<file path="src/tas_pkg.sv">
`default_nettype none
package tas_pkg;
  // Alarm conditions, highest priority has lowest nonzero code
  typedef enum logic [2:0] {
    TAS_NONE = 3'b000, TAS_LOS = 3'b001, TAS_LOF = 3'b010, TAS_AIS = 3'b011,
    TAS_OOF = 3'b100, TAS_EER = 3'b101, TAS_YEL = 3'b110
  } tas_cond_e;
  typedef enum logic [1:0] {
    TAS_CALL_IDLE = 2'b00, TAS_CALL_DIAL = 2'b01, TAS_CALL_WAIT = 2'b10, TAS_CALL_UP = 2'b11
  } tas_call_e;
  // Register map
  localparam logic [7:0] TAS_CTRL_OFS   = 8'h00;
  localparam logic [7:0] TAS_STATUS_OFS = 8'h04;
  localparam logic [7:0] TAS_MSG_OFS    = 8'h08;
  localparam logic [7:0] TAS_CMD_OFS    = 8'h0C;
  localparam logic [31:0] TAS_CTRL_RST  = 32'h0000_1400;
  // Control fields
  localparam int TAS_ROUTE_LSB = 0;
  localparam int TAS_TRAP_BIT  = 2;
  localparam int TAS_HANG_BIT  = 3;
  localparam int TAS_DIAL_BIT  = 4;
  localparam int TAS_RETRY_BIT = 5;
  localparam int TAS_RELAY_BIT = 6;
  localparam int TAS_ALT_LSB   = 7;
  localparam int TAS_DLY_LSB   = 10;
  localparam int TAS_RATE_LSB  = 14;
  localparam int TAS_CUSTOMER_BIT = 17;
  // Command bits
  localparam int TAS_CMD_CUTOFF = 0;
  // Timing
  localparam longint TAS_CLK_HZ     = 20_000_000;
  localparam longint TAS_MINUTE_S   = 60;
  localparam longint TAS_SEC_CYCLES = TAS_CLK_HZ;
  localparam int TAS_RETRY_MAX  = 5;
  localparam int TAS_TRAP_DEPTH = 10;
  localparam logic [3:0] TAS_DLY_DEF = 4'h5;
  // Error rate windows in seconds and thresholds
  localparam logic [10:0] TAS_WIN4_S  = 11'h00A;
  localparam logic [10:0] TAS_WIN60_S = 11'h03C;
  localparam logic [10:0] TAS_WIN15M_S = 11'h384;
  localparam logic [10:0] TAS_THR4 = 11'd1535;
  localparam logic [10:0] TAS_THR5 = 11'd921;
  localparam logic [10:0] TAS_THR6 = 11'd92;
  localparam logic [10:0] TAS_THR7 = 11'd9;
  localparam logic [10:0] TAS_THR8 = 11'd41;
  localparam logic [10:0] TAS_THR9 = 11'd4;
endpackage
`default_nettype wire

</file>
<file path="src/tas_top.sv">
// Decided for this implementation: the register offsets and the AXI4-Lite register port.
`default_nettype none
module tas_top import tas_pkg::*; #(
  parameter longint SEC_CYCLES = TAS_SEC_CYCLES
) (
  // Clock and reset
  input  wire logic        aclk,
  input  wire logic        aresetn,
  // AXI4-Lite slave
  input  wire logic [7:0]  s_axi_awaddr,
  input  wire logic        s_axi_awvalid,
  output logic             s_axi_awready,
  input  wire logic [31:0] s_axi_wdata,
  input  wire logic [3:0]  s_axi_wstrb,
  input  wire logic        s_axi_wvalid,
  output logic             s_axi_wready,
  output logic [1:0]       s_axi_bresp,
  output logic             s_axi_bvalid,
  input  wire logic        s_axi_bready,
  input  wire logic [7:0]  s_axi_araddr,
  input  wire logic        s_axi_arvalid,
  output logic             s_axi_arready,
  output logic [31:0]      s_axi_rdata,
  output logic [1:0]       s_axi_rresp,
  output logic             s_axi_rvalid,
  input  wire logic        s_axi_rready,
  // Framer conditions, index 0 network, 1 DTE
  input  wire logic [1:0]  los_in,
  input  wire logic [1:0]  lof_in,
  input  wire logic [1:0]  ais_in,
  input  wire logic [1:0]  oof_in,
  input  wire logic [1:0]  yel_in,
  input  wire logic        crc6_err,
  // Port use and state
  input  wire logic        modem_ascii,
  input  wire logic        com_ascii,
  input  wire logic        modem_term_idle,
  input  wire logic        com_term_idle,
  input  wire logic        modem_mgmt,
  input  wire logic        com_mgmt,
  // Message ports
  output logic [5:0]       msg_data,
  output logic             modem_msg_valid,
  output logic             com_msg_valid,
  // Traps
  input  wire logic        trap_req,
  output logic             trap_send,
  output logic [3:0]       trap_level,
  // Modem dialer
  input  wire logic        modem_connected,
  input  wire logic        call_failed,
  output logic             dial_start,
  output logic             dial_alternate,
  output logic             hangup,
  // Relay
  output logic             relay_on
);
  // ---------------------------------------------------------------
  // Registers and bus
  // ---------------------------------------------------------------
  logic [31:0] ctrl_q;
  logic        aw_q, w_q, ar_q;
  logic [7:0]  awaddr_q, araddr_q;
  logic [31:0] wdata_q;
  logic        cutoff_q;
  wire do_wr   = aw_q && w_q && !s_axi_bvalid;
  wire wr_ctrl = do_wr && (awaddr_q == TAS_CTRL_OFS);
  wire wr_cmd  = do_wr && (awaddr_q == TAS_CMD_OFS);
  wire wr_ok   = (awaddr_q == TAS_CTRL_OFS) || (awaddr_q == TAS_CMD_OFS);
  wire [1:0] route   = ctrl_q[TAS_ROUTE_LSB +: 2];
  wire       trap_en = ctrl_q[TAS_TRAP_BIT];
  wire       hang_en = ctrl_q[TAS_HANG_BIT];
  wire       dial_en = ctrl_q[TAS_DIAL_BIT];
  wire       retry_en = ctrl_q[TAS_RETRY_BIT];
  wire       relay_en = ctrl_q[TAS_RELAY_BIT];
  wire [2:0] alt_dir = ctrl_q[TAS_ALT_LSB +: 3];
  wire [3:0] dly_raw = ctrl_q[TAS_DLY_LSB +: 4];
  wire [3:0] dly_min = (dly_raw == 4'h0) ? 4'h1 : (dly_raw > 4'hA) ? 4'hA : dly_raw;
  wire [2:0] rate_sel = ctrl_q[TAS_RATE_LSB +: 3];
  wire [31:0] wmask = {{8{s_axi_wstrb[3]}}, {8{s_axi_wstrb[2]}}, {8{s_axi_wstrb[1]}}, {8{s_axi_wstrb[0]}}};
  always_ff @(posedge aclk) begin
    if (!aresetn) begin
      aw_q <= 1'b0; w_q <= 1'b0; awaddr_q <= 8'h00; wdata_q <= 32'h0000_0000;
      s_axi_bvalid <= 1'b0; s_axi_bresp <= 2'b00;
      ctrl_q <= TAS_CTRL_RST;
      cutoff_q <= 1'b0;
    end else begin
      cutoff_q <= wr_cmd && wdata_q[TAS_CMD_CUTOFF];
      if (s_axi_awvalid && s_axi_awready) begin aw_q <= 1'b1; awaddr_q <= s_axi_awaddr; end
      if (s_axi_wvalid && s_axi_wready) begin
        w_q <= 1'b1; wdata_q <= (s_axi_wdata & wmask) | (ctrl_q & ~wmask);
      end
      if (do_wr) begin
        aw_q <= 1'b0; w_q <= 1'b0; s_axi_bvalid <= 1'b1;
        s_axi_bresp <= wr_ok ? 2'b00 : 2'b10;
        if (wr_ctrl) ctrl_q <= wdata_q;
      end else if (s_axi_bvalid && s_axi_bready) begin
        s_axi_bvalid <= 1'b0;
      end
    end
  end
  always_ff @(posedge aclk) begin
    if (!aresetn) begin
      s_axi_awready <= 1'b0; s_axi_wready <= 1'b0; s_axi_arready <= 1'b0;
    end else begin
      s_axi_awready <= !aw_q && !s_axi_awready && s_axi_awvalid;
      s_axi_wready  <= !w_q && !s_axi_wready && s_axi_wvalid;
      s_axi_arready <= !ar_q && !s_axi_rvalid && !s_axi_arready && s_axi_arvalid;
    end
  end
  // ---------------------------------------------------------------
  // Alarm resolution
  // ---------------------------------------------------------------
  logic      eer_q;
  tas_cond_e cond_q;
  logic      iface_q;
  tas_cond_e cond_d;
  logic      iface_d;
  always_comb begin
    cond_d = TAS_NONE; iface_d = 1'b0;
    if (|los_in) begin cond_d = TAS_LOS; iface_d = !los_in[0]; end
    else if (|lof_in) begin cond_d = TAS_LOF; iface_d = !lof_in[0]; end
    else if (|ais_in) begin cond_d = TAS_AIS; iface_d = !ais_in[0]; end
    else if (|oof_in) begin cond_d = TAS_OOF; iface_d = !oof_in[0]; end
    else if (eer_q) begin cond_d = TAS_EER; iface_d = 1'b0; end
    else if (|yel_in) begin cond_d = TAS_YEL; iface_d = !yel_in[0]; end
  end
  wire       chg   = (cond_d != cond_q) || (iface_d != iface_q);
  wire [5:0] clr_msg = {ctrl_q[TAS_CUSTOMER_BIT], 1'b0, cond_q, iface_q};
  wire [5:0] set_msg = {ctrl_q[TAS_CUSTOMER_BIT], 1'b1, cond_d, iface_d};
  // ---------------------------------------------------------------
  // Message routing
  // ---------------------------------------------------------------
  logic       set_pend_q;
  logic [5:0] pend_q;
  logic       pend_v_q;
  wire com_ok   = route[1] && com_ascii && com_term_idle && !com_mgmt;
  wire modem_rt = route[0] && modem_ascii && modem_term_idle && !modem_mgmt;
  logic [5:0] ev_msg;
  logic       ev_v;
  always_comb begin
    ev_v = 1'b0; ev_msg = set_msg;
    if (set_pend_q) begin ev_v = 1'b1; ev_msg = {ctrl_q[TAS_CUSTOMER_BIT], 1'b1, cond_q, iface_q}; end
    else if (chg && cond_q != TAS_NONE) begin ev_v = 1'b1; ev_msg = clr_msg; end
    else if (chg) begin ev_v = 1'b1; ev_msg = set_msg; end
  end
  // ---------------------------------------------------------------
  // Dialer
  // ---------------------------------------------------------------
  tas_call_e  call_q;
  logic [2:0] tries_q;
  logic       alt_q;
  logic [3:0] min_q;
  logic [5:0] dsec_q;
  logic [31:0] tick_q;
  logic [31:0] dtick_q;
  logic       trap_call_q;
  logic [3:0] trap_cnt_q;
  wire sec_tick  = (tick_q == 32'(SEC_CYCLES - 1));
  wire dsec_tick = (dtick_q == 32'(SEC_CYCLES - 1));
  wire dmin_tick = dsec_tick && (dsec_q == 6'(TAS_MINUTE_S - 1));
  wire hang_now  = trap_call_q && hang_en && (trap_cnt_q == 4'h0);
  wire up_end    = (call_q == TAS_CALL_UP) && (hang_now || !modem_connected);
  wire dly_load  = up_end || ((call_q == TAS_CALL_DIAL) && !modem_connected && call_failed);
  // dial only when enabled and unconnected
  wire need_call = dial_en && !modem_connected;
  // queue up to ten traps while the modem or COM port is in management use
  wire trap_push = trap_req && trap_en && (modem_mgmt || com_mgmt) && (trap_cnt_q != 4'(TAS_TRAP_DEPTH));
  wire trap_ready = (trap_cnt_q != 4'h0) && (com_mgmt || modem_connected);
  wire pend_take = ev_v && modem_rt && need_call &&
                   (!pend_v_q || (ev_msg[3:1] != 3'b000 && ev_msg[3:1] < pend_q[3:1]));
  wire tries_done = (tries_q == 3'(TAS_RETRY_MAX + 1));
  always_ff @(posedge aclk) begin
    if (!aresetn) begin
      cond_q <= TAS_NONE; iface_q <= 1'b0; set_pend_q <= 1'b0;
      msg_data <= 6'h00; modem_msg_valid <= 1'b0; com_msg_valid <= 1'b0;
      pend_q <= 6'h00; pend_v_q <= 1'b0;
    end else begin
      cond_q <= cond_d; iface_q <= iface_d;
      set_pend_q <= chg && cond_q != TAS_NONE && cond_d != TAS_NONE;
      msg_data <= ev_msg;
      com_msg_valid <= ev_v && com_ok;
      modem_msg_valid <= 1'b0;
      if (ev_v && modem_rt && modem_connected) modem_msg_valid <= 1'b1;
      else if (pend_v_q && modem_connected && call_q == TAS_CALL_UP) begin
        modem_msg_valid <= 1'b1; msg_data <= pend_q; pend_v_q <= 1'b0;
      end
      if (pend_take) begin pend_q <= ev_msg; pend_v_q <= 1'b1; end
      else if (call_q == TAS_CALL_IDLE && pend_v_q && !modem_connected && tries_done) pend_v_q <= 1'b0;
      else if (!dial_en) pend_v_q <= 1'b0;
    end
  end
  always_ff @(posedge aclk) begin
    if (!aresetn) begin
      tick_q <= 32'h0000_0000;
    end else begin
      tick_q <= sec_tick ? 32'h0000_0000 : tick_q + 32'h0000_0001;
    end
  end
  always_ff @(posedge aclk) begin
    if (!aresetn) begin
      call_q <= TAS_CALL_IDLE; tries_q <= 3'h0; alt_q <= 1'b0; min_q <= 4'h0;
      dial_start <= 1'b0; dial_alternate <= 1'b0; hangup <= 1'b0; trap_call_q <= 1'b0;
      dtick_q <= 32'h0000_0000; dsec_q <= 6'h00;
    end else begin
      dial_start <= 1'b0; hangup <= 1'b0;
      dtick_q <= (dly_load || dsec_tick) ? 32'h0000_0000 : dtick_q + 32'h0000_0001;
      if (dly_load) dsec_q <= 6'h00;
      else if (dsec_tick) dsec_q <= dmin_tick ? 6'h00 : dsec_q + 6'h01;
      if (dmin_tick && min_q != 4'h0) min_q <= min_q - 4'h1;
      case (call_q)
        TAS_CALL_IDLE: begin
          if ((pend_v_q || (trap_cnt_q != 4'h0 && modem_mgmt)) && need_call && min_q == 4'h0 && !tries_done) begin
            call_q <= TAS_CALL_DIAL; dial_start <= 1'b1; dial_alternate <= alt_q;
            trap_call_q <= !pend_v_q;
          end
        end
        TAS_CALL_DIAL: begin
          if (modem_connected) call_q <= TAS_CALL_UP;
          else if (call_failed) begin
            min_q <= dly_min;
            call_q <= TAS_CALL_WAIT;
            if (!retry_en) tries_q <= 3'(TAS_RETRY_MAX + 1);
            else if (tries_q == 3'(TAS_RETRY_MAX) && !alt_q && alt_dir != 3'h0) begin
              alt_q <= 1'b1; tries_q <= 3'h0;
            end else tries_q <= tries_q + 3'h1;
          end
        end
        TAS_CALL_WAIT: if (min_q == 4'h0) call_q <= TAS_CALL_IDLE;
        TAS_CALL_UP: begin
          if (hang_now) hangup <= 1'b1;
          if (up_end) begin call_q <= TAS_CALL_IDLE; tries_q <= 3'h0; alt_q <= 1'b0; min_q <= dly_min; end
        end
        default: call_q <= TAS_CALL_IDLE;
      endcase
      if (call_q == TAS_CALL_IDLE && tries_done && !pend_v_q && trap_cnt_q == 4'h0) begin
        tries_q <= 3'h0; alt_q <= 1'b0;
      end
    end
  end
  always_ff @(posedge aclk) begin
    if (!aresetn) begin
      trap_cnt_q <= 4'h0; trap_send <= 1'b0; trap_level <= 4'h0;
    end else begin
      trap_send <= trap_ready && trap_en;
      if (!trap_en) trap_cnt_q <= 4'h0;
      else if (trap_push && !trap_ready) trap_cnt_q <= trap_cnt_q + 4'h1;
      else if (!trap_push && trap_ready) trap_cnt_q <= trap_cnt_q - 4'h1;
      else if (call_q == TAS_CALL_IDLE && tries_done && modem_mgmt) trap_cnt_q <= 4'h0;
      trap_level <= trap_cnt_q;
    end
  end
  // ---------------------------------------------------------------
  // Error rate
  // ---------------------------------------------------------------
  logic [10:0] err_q;
  logic [10:0] win_sec_q;
  logic [1:0]  ivl_q;
  wire [10:0] win_len = (rate_sel == 3'h0) ? TAS_WIN4_S : (rate_sel < 3'h4) ? TAS_WIN60_S : TAS_WIN15M_S;
  wire [10:0] thr = (rate_sel == 3'h0) ? TAS_THR4 : (rate_sel == 3'h1) ? TAS_THR5 :
                    (rate_sel == 3'h2) ? TAS_THR6 : (rate_sel == 3'h3) ? TAS_THR7 :
                    (rate_sel == 3'h4) ? TAS_THR8 : TAS_THR9;
  wire win_end = sec_tick && (win_sec_q >= win_len - 11'h001);
  wire long_win = rate_sel >= 3'h4;
  always_ff @(posedge aclk) begin
    if (!aresetn) begin
      err_q <= 11'h000; win_sec_q <= 11'h000; ivl_q <= 2'h0; eer_q <= 1'b0;
    end else begin
      if (sec_tick) win_sec_q <= win_end ? 11'h000 : win_sec_q + 11'h001;
      if (long_win && win_end) ivl_q <= (ivl_q == 2'h2) ? 2'h0 : ivl_q + 2'h1;
      if (win_end && (!long_win || ivl_q == 2'h2)) begin
        err_q <= {10'h000, crc6_err};
        eer_q <= err_q > thr;
      end else if (crc6_err && err_q != 11'h7FF) err_q <= err_q + 11'h001;
    end
  end
  // ---------------------------------------------------------------
  // Relay
  // ---------------------------------------------------------------
  logic lock_q;
  wire relay_cause = (|los_in) || (|oof_in) || (|ais_in) || (|yel_in) || eer_q;
  wire any_alarm = relay_cause || (|lof_in);
  always_ff @(posedge aclk) begin
    if (!aresetn) begin
      relay_on <= 1'b0; lock_q <= 1'b0;
    end else begin
      if (cutoff_q) lock_q <= 1'b1;
      else if (!any_alarm) lock_q <= 1'b0;
      relay_on <= relay_en && relay_cause && !lock_q && !cutoff_q;
    end
  end
  // ---------------------------------------------------------------
  // Read path
  // ---------------------------------------------------------------
  wire [31:0] status = {14'h0000, trap_cnt_q, tries_q, alt_q, call_q, lock_q, relay_on, eer_q, iface_q, cond_q, pend_v_q};
  wire [31:0] rd_val = (araddr_q == TAS_CTRL_OFS) ? ctrl_q : (araddr_q == TAS_STATUS_OFS) ? status :
                       (araddr_q == TAS_MSG_OFS) ? {26'h0000000, pend_q} : 32'h0000_0000;
  wire rd_ok = (araddr_q == TAS_CTRL_OFS) || (araddr_q == TAS_STATUS_OFS) || (araddr_q == TAS_MSG_OFS) ||
               (araddr_q == TAS_CMD_OFS);
  always_ff @(posedge aclk) begin
    if (!aresetn) begin
      ar_q <= 1'b0; araddr_q <= 8'h00; s_axi_rvalid <= 1'b0; s_axi_rdata <= 32'h0000_0000; s_axi_rresp <= 2'b00;
    end else begin
      if (s_axi_arvalid && s_axi_arready) begin ar_q <= 1'b1; araddr_q <= s_axi_araddr; end
      if (ar_q && !s_axi_rvalid) begin
        ar_q <= 1'b0; s_axi_rvalid <= 1'b1; s_axi_rdata <= rd_val; s_axi_rresp <= rd_ok ? 2'b00 : 2'b10;
      end else if (s_axi_rvalid && s_axi_rready) s_axi_rvalid <= 1'b0;
    end
  end
endmodule
`default_nettype wire

</file>
<file path="config.mk">
export PLATFORM = sky130hd
export DESIGN_NAME = tas_top
export DESIGN_NICKNAME = d
export VERILOG_FILES = /design/src/tas_pkg.sv /design/src/tas_top.sv
export SDC_FILE = /design/constraint.sdc
export NUM_CORES = 1
export LEC_CHECK = 0
export ABC_CLOCK_PERIOD_IN_PS = 4600
export BUFFER_PORTS_ARGS = -buffer_cell sky130_fd_sc_hd__buf_4
export CORE_ASPECT_RATIO = 1.75
export CORE_MARGIN = 5
export CORE_UTILIZATION = 58
export DETAILED_ROUTE_END_ITERATION = 12
export PLACE_DENSITY = 0.83
export SKIP_LAST_GASP = 1
export SLEW_MARGIN = 10
export SYNTH_ARGS = -nofsm -noshare
export SYNTH_HDL_FRONTEND = slang
export SYNTH_SLANG_ARGS = --single-unit
export TNS_END_PERCENT = 100
</file>
<file path="constraint.sdc">
create_clock -name aclk -period 4.6 [get_ports aclk]
set_input_delay 0.92 -clock aclk [delete_from_list [all_inputs] [get_ports aclk]]
set_output_delay 0.92 -clock aclk [all_outputs]
set_load 0.01 [all_outputs]
</file>
* Word-level counts from Yosys, hierarchy flattened *
Index checks and enable logic that the tools add are counted.

storage, ports and cells
  register bits after elaboration = 265
  word-level logic and storage cells = 328

cells by class
  bitwise gates (word level) = 5
  equal/unequal tests = 32
  $add $sub $neg = 11
  reduce and logical (&&, ||, !) cells = 150
  $lt $le $gt $ge = 6
  muxes and demuxes = 79

operators with widths
  kind                                              number
  logical AND 1 bit                                 69
  adder 32 x 1 -> 32 bit (second input constant)    2
  AND 32 bit                                        2
  == test 32 x 25 -> 1 bit (second input constant)  2
  two-way mux 4 bit                                 9
  two-way mux 6 bit                                 6
  two-way mux 3 bit                                 11
  two-way mux 32 bit                                1
  inverter 32 bit                                   1
  bitwise OR 32 bit                                 1
  two-way mux 1 bit                                 31
  two-way mux 10 bit                                3
  == test 8 x 4 -> 1 bit (second input constant)    3
  zero test 1 bit                                   24
  OR reduction 2 bit                                12
  adder 11 x 1 -> 11 bit (second input constant)    2
  two-way mux 11 bit                                2
  logical OR 1 bit                                  18
  two-way mux 18 bit                                1
  zero test 8 bit                                   2
  two-way mux 2 bit                                 8
  nonzero test 3 bit                                5
  zero test 4 bit                                   3
  inequality test 2 bit (second input constant)     6
  41 further kinds                                  59

* Logic depth before layout (Yosys ltp) *
  word-level depth = 18
  gate-level depth with buffers = 15
  mapped depth without buffers = 14

* Worst setup path before layout *
Ideal clock, no wire load.

  path type = input to register
  start point = input ais_in[1]
  end point = register pend_q[0]
  data required time = 4.479 ns
  data arrival time = 3.886 ns
  path slack = 0.593 ns
  stages on the path = 12
  path through = or4_2 > a211oi_2 > xnor2_1 > nand2_1 > or3_4 > a22o_2 > ha_1 > a21oi_1 > o311ai_1 > a211o_1 > buf_6 > mux2_4

on the way
  word-level cells in the longest chain between the ends = 13
  elaborated cells between the ends (all ways) = 23

RTL lines
  what                                                              line            source
  start, declared                                                   tas_top.sv:30   input wire logic [1:0] ais_in,
  OR reduction 2 bit (*)                                            tas_top.sv:123  else if (|ais_in) begin cond_d = TAS_AIS; iface_d = !ais_in[0]; end
  two-way mux 3 bit or two-way mux 1 bit (tied branches)            tas_top.sv:123
  two-way mux 3 bit or two-way mux 1 bit (tied branches)            tas_top.sv:122  else if (|lof_in) begin cond_d = TAS_LOF; iface_d = !lof_in[0]; end
  two-way mux 3 bit or two-way mux 1 bit (tied branches)            tas_top.sv:121  if (|los_in) begin cond_d = TAS_LOS; iface_d = !los_in[0]; end
  inequality test 3 bit or inequality test 1 bit (tied branches)    tas_top.sv:128  wire chg = (cond_d != cond_q) || (iface_d != iface_q);
  logical OR 1 bit                                                  tas_top.sv:128
  logical AND 1 bit                                                 tas_top.sv:144  else if (chg && cond_q != TAS_NONE) begin ev_v = 1'b1; ev_msg = clr_msg; end
  two-way mux 5 bit (*)                                             tas_top.sv:144
  two-way mux 5 bit (*)                                             tas_top.sv:143  if (set_pend_q) begin ev_v = 1'b1; ev_msg = {ctrl_q[TAS_CUSTOMER_BIT], 1'b1, cond_q, iface_q}; end
  net ev_msg[3]                                                     tas_top.sv:139  logic [5:0] ev_msg;
  less-than comparator 3 bit or nonzero test 3 bit (tied branches)  tas_top.sv:171  (!pend_v_q || (ev_msg[3:1] != 3'b000 && ev_msg[3:1] < pend_q[3:1]));
  logical AND 1 bit (*)                                             tas_top.sv:171
  logical OR 1 bit (*)                                              tas_top.sv:171
  logical AND 1 bit (*)                                             tas_top.sv:170  wire pend_take = ev_v && modem_rt && need_call &&
  end signal, assigned                                              tas_top.sv:177  pend_q <= 6'h00; pend_v_q <= 1'b0;
  end signal, assigned                                              tas_top.sv:188  if (pend_take) begin pend_q <= ev_msg; pend_v_q <= 1'b1; end
  end, declared                                                     tas_top.sv:135  logic [5:0] pend_q;

Mark *: on every way through the listed nets, which the timed path passes. The rest lies on a longest branch.
A chain may end at the register's enable or synchronous reset.

* Worst setup path after layout *
Same ends and word-level chain as after synthesis.

==> results.md <==
- The total number of placement rows is 68.
- The flow ran to the end, and the final reports show no timing, DRC or antenna violations.
- The largest net degree at the start of global routing is 78.
- The maximum VDD drop is 363 uV.
- For the worst setup path, the data required time is 5.01 ns.
- The area of the multi-input gates is 5980 um2.
- After routing, the total negative slack on setup checks comes to 0 ns.
- The count of fill cells added during filler insertion is 1579.
- The library cell used most frequently in the layout, excluding fill and tap cells, is dfxtp_1.
- The gate count of the mapped netlist is 1384.
- Between clock sinks in the finished design, the worst skew comes to 0.0146 ns.
- Measured against its own limit, the worst slew margin works out to 21.1%.
- The die extent in y is 197 um.
- The max-slew violation count is 0.
- The leakage component of the power is 5.34 nW.
- The signal on the critical path passes through buf_4, or4_2, a211oi_2, xnor2_1, nand2_1, or3_4, a22o_2, ha_1, a21oi_1, o311ai_1, a211o_1, mux2_4.
- After floorplanning, the core was sized to cover 19700 um2.
- The worst-margin pin slew is 1.18 ns.
- The delay of the slowest cell on the worst path is 0.66 ns.
- The first-pass GRT wire length is 46600 um.
- The multiplexer share of the synthesized area is 4.70%.
- TritonCTS built the clock tree.
- Max-cap violations in this run came to 0.
- The worst setup path is captured at a flip-flop.
- Buffers inserted during clock tree synthesis total 25.
- Counting distinct cell types in the post-synthesis netlist gives 68.
- In this run the worst path has a maximum fanout of 7.
- The layout overhead on the synthesized area is 16.8%.
- The adder and majority cell fraction of the synthesized area is 3.87%.
- The first-pass iteration count of the detailed router is 5.
- The setup slack of the critical path after layout is 0.710 ns.
- The root buffer cell chosen for the clock tree is clkbuf_16.
- After layout, the worst path uses 84.6% of the clock period.
- By area, the combinational part of the netlist is dominated by simple AND/OR/NAND/NOR gates.
- After clock tree synthesis, the clock-pin slew on the worst setup and hold paths is 0.06 ns.
- The flip-flop cell with the highest count after synthesis is dfxtp_1.
- After Yosys synthesis, and, or, nand and nor cells account for 23.2% of the synthesized area.
- The x dimension of the die is 117 um.
- The worst-case register-to-register setup slack is 1.04 ns.
- The die covers 23100 um2.
- The average footprint of a synthesized cell is 8.42 um2.
- The post-detailed-route count of antenna-violating nets is 0.
- The post-synthesis register bit count is 263.
- The critical path startpoint category is a primary input.
- The maximum root-to-sink buffer count is 3.
- In this run the cell area measured after placement is 12700 um2.
- Power spread over the standard cell area amounts to 352 nW/um2.
- The number of buffers and inverters on the critical path is 1.
- Timing would allow up to 257 MHz.
- The final hold violation count is 0.
- The number of antenna violations at the first check in global routing is 0.
- On the critical path, the stage with the largest delay is an instance of or4_2.
- In the routed layout, each cell is associated on average with a via count of 5.80.
- The placement-stage worst setup slack is 0.201 ns.
- The register area is 5270 um2.
- The number of buffers added on ports is 134.
- At the later pin of the worst-skew pair, clock insertion delay measures 0.53 ns.
- For this run, asynchronously set or reset flops after synthesis account for 0%.
- For the finished layout, the period the worst path requires is 3.89 ns.
- The number of remaining DRC errors is 0.
- For this run, the register share of the synthesized area comes to 45.2%.
- In the final layout, the share of cells above drive strength 1 is 13.7%.
- Routability-driven placement finished with a final weighted congestion of 0.922.
- In this run the number of H-tree levels came out at 1.
- Once the floorplan was initialized, standard cells occupied 59.0% of the core.
- The average wire per cell in the routed design is 16.3 um.
- The data arrival time of the critical path is 4.30 ns.
- The count of hold buffers inserted by post-cts repair is 0.
- The post-synthesis instance area is 11700 um2.
- Buffers added to address setup during post-CTS repair amount to 0.
- At the end of the flow, the number of nets in the layout was 1595.
- Broken down by cell family, the worst path's largest delay share belongs to compound AO/OA/AOI/OAI gates.
- Leaving out fill and tap cells, the most frequent cells in the layout are dfxtp_1 (263), nand2_1 (195), nor2_1 (186).
- The number of clock sinks is 263.
- The synthesized design contains 0 enable-type register cells.
- Setup repair after global routing left no endpoint under its margin.
- The class of the tightest hold or removal check is reg2reg.
- The synthesized netlist devotes 13.8% of its cell area to compound gates.
- The HPWL after detailed placement is 20200 um.
- The number of global-route vias before repair is 9961.
- The overall track demand over capacity in global routing is 24.4%.
- The number of diodes added for antenna fixing is 0.
- After Yosys synthesis, XOR and XNOR cells account for 5.56% of the synthesized area.
- Setup violations remaining at the end of the flow were counted as 0.
- The count of synthesis-stage warnings from yosys is 0.
- Gates resized during post-CTS repair numbered 0.
- Power comes to 4.80 mW.
- For this run the aggregate overflow at the end of global routing stands at 0.
- Summed over all layers, the routed wires come to 28300 um.
- The initial DRC count is 637.
- The share of the core filled with cells in the final layout is 69.0%.
- The detailed router placed 10112 vias in this run.
- The finished cells cover 13600 um2.
- 137 I/O pins were placed.
- The critical path start-end classification is in2reg.
[area by class of cell]
type	count	share of cell area, %
Sequential cell	263	38.7
Timing Repair Buffer	138	7.70
Tap cell	245	2.25
Clock buffer	31	5.06
Inverter	38	1.06
Multi-Input combinational cell	1014	43.9
Clock inverter	14	1.31
[worst register-to-register path: cells and delay by family (launching register included)]
kind	cells	cell delay (ns)
compound gates	5	1.39
xor+xnor	1	0.18
simple gates	3	0.68
mux	1	0.34
fa+ha+maj	1	0.31
flops	1	0.55
[per-layer routing]
metal | up-vias | part of all wire (%) | GRT usage [%]
li1 | 4954 | - | -
met1 | 4810 | 36 | 25.4
met2 | 261 | 54 | 45.4
met3 | 87 | 4.8 | 4.45
met4 | 0 | 5.0 | 11.9
met5 | - | 0 | 0
[through the flow]
step / hold WS (ns) / instances
6_report: 0.444 / 1743
5_1_grt: 0.461 / 1743
4_1_cts: 0.446 / 1743
3_5_place_dp: 0.430 / 1698
3_3_place_gp: 0.427 / 1698
2_1_floorplan: 0.420 / 1386
[flip-flops by register name (all words and copies together), names as in the netlist, 2 cells and up]
signal	cells
ctrl_q	32
dtick_q	32
s_axi_rdata	32
tick_q	32
wdata_q	32
err_q	11
win_sec_q	11
araddr_q	8
awaddr_q	8
dsec_q	6
msg_data	6
pend_q	6
min_q	4
trap_cnt_q	4
trap_level	4
cond_q	3
tries_q	3
call_q	2
ivl_q	2
[Yosys cell counts, types with 17 or more instances]
master / instances / area, um2
ha_1: 36 / 450
xnor2_1: 31 / 272
a21oi_1: 102 / 510
nand4_1: 17 / 106
inv_1: 37 / 139
xor2_1: 43 / 377
mux2i_1: 51 / 510
o21ai_0: 41 / 205
clkbuf_1: 60 / 225
nand2_1: 195 / 732
nand3_1: 60 / 300
nor2_1: 187 / 702
nor3_1: 25 / 125
dfxtp_1: 263 / 5270
a211oi_1: 44 / 330
and3_1: 20 / 125
or3_1: 18 / 113
[logic make-up after synthesis]
family,count (synthesis)
AND/OR/NAND/NOR,594
flip-flops,263
AO/OA/AOI/OAI,252
buffers and inverters,109
XOR/XNOR,74
multiplexers,54
adder cells (fa/ha/maj),36
other,2
[final timing paths]
path | end | start | depth (start not counted)
max | pend_q[0]$_SDFFE_PN0P_ | ais_in[1] | 12
min | s_axi_rdata[3]$_SDFFE_PN0P_ | s_axi_rdata[3]$_SDFFE_PN0P_ | 2
max reg2reg | pend_q[0]$_SDFFE_PN0P_ | eer_q$_SDFFE_PN0P_ | 11
min reg2reg | s_axi_rdata[3]$_SDFFE_PN0P_ | s_axi_rdata[3]$_SDFFE_PN0P_ | 2
[power by group]
| part | switching, mW | internal (mW) |
|---|---|---|
| clock network | 0.881 | 1.29 |
| logic | 0.158 | 0.121 |
| registers | 0.0331 | 2.31 |
Power figures use the tool's default switching activity.
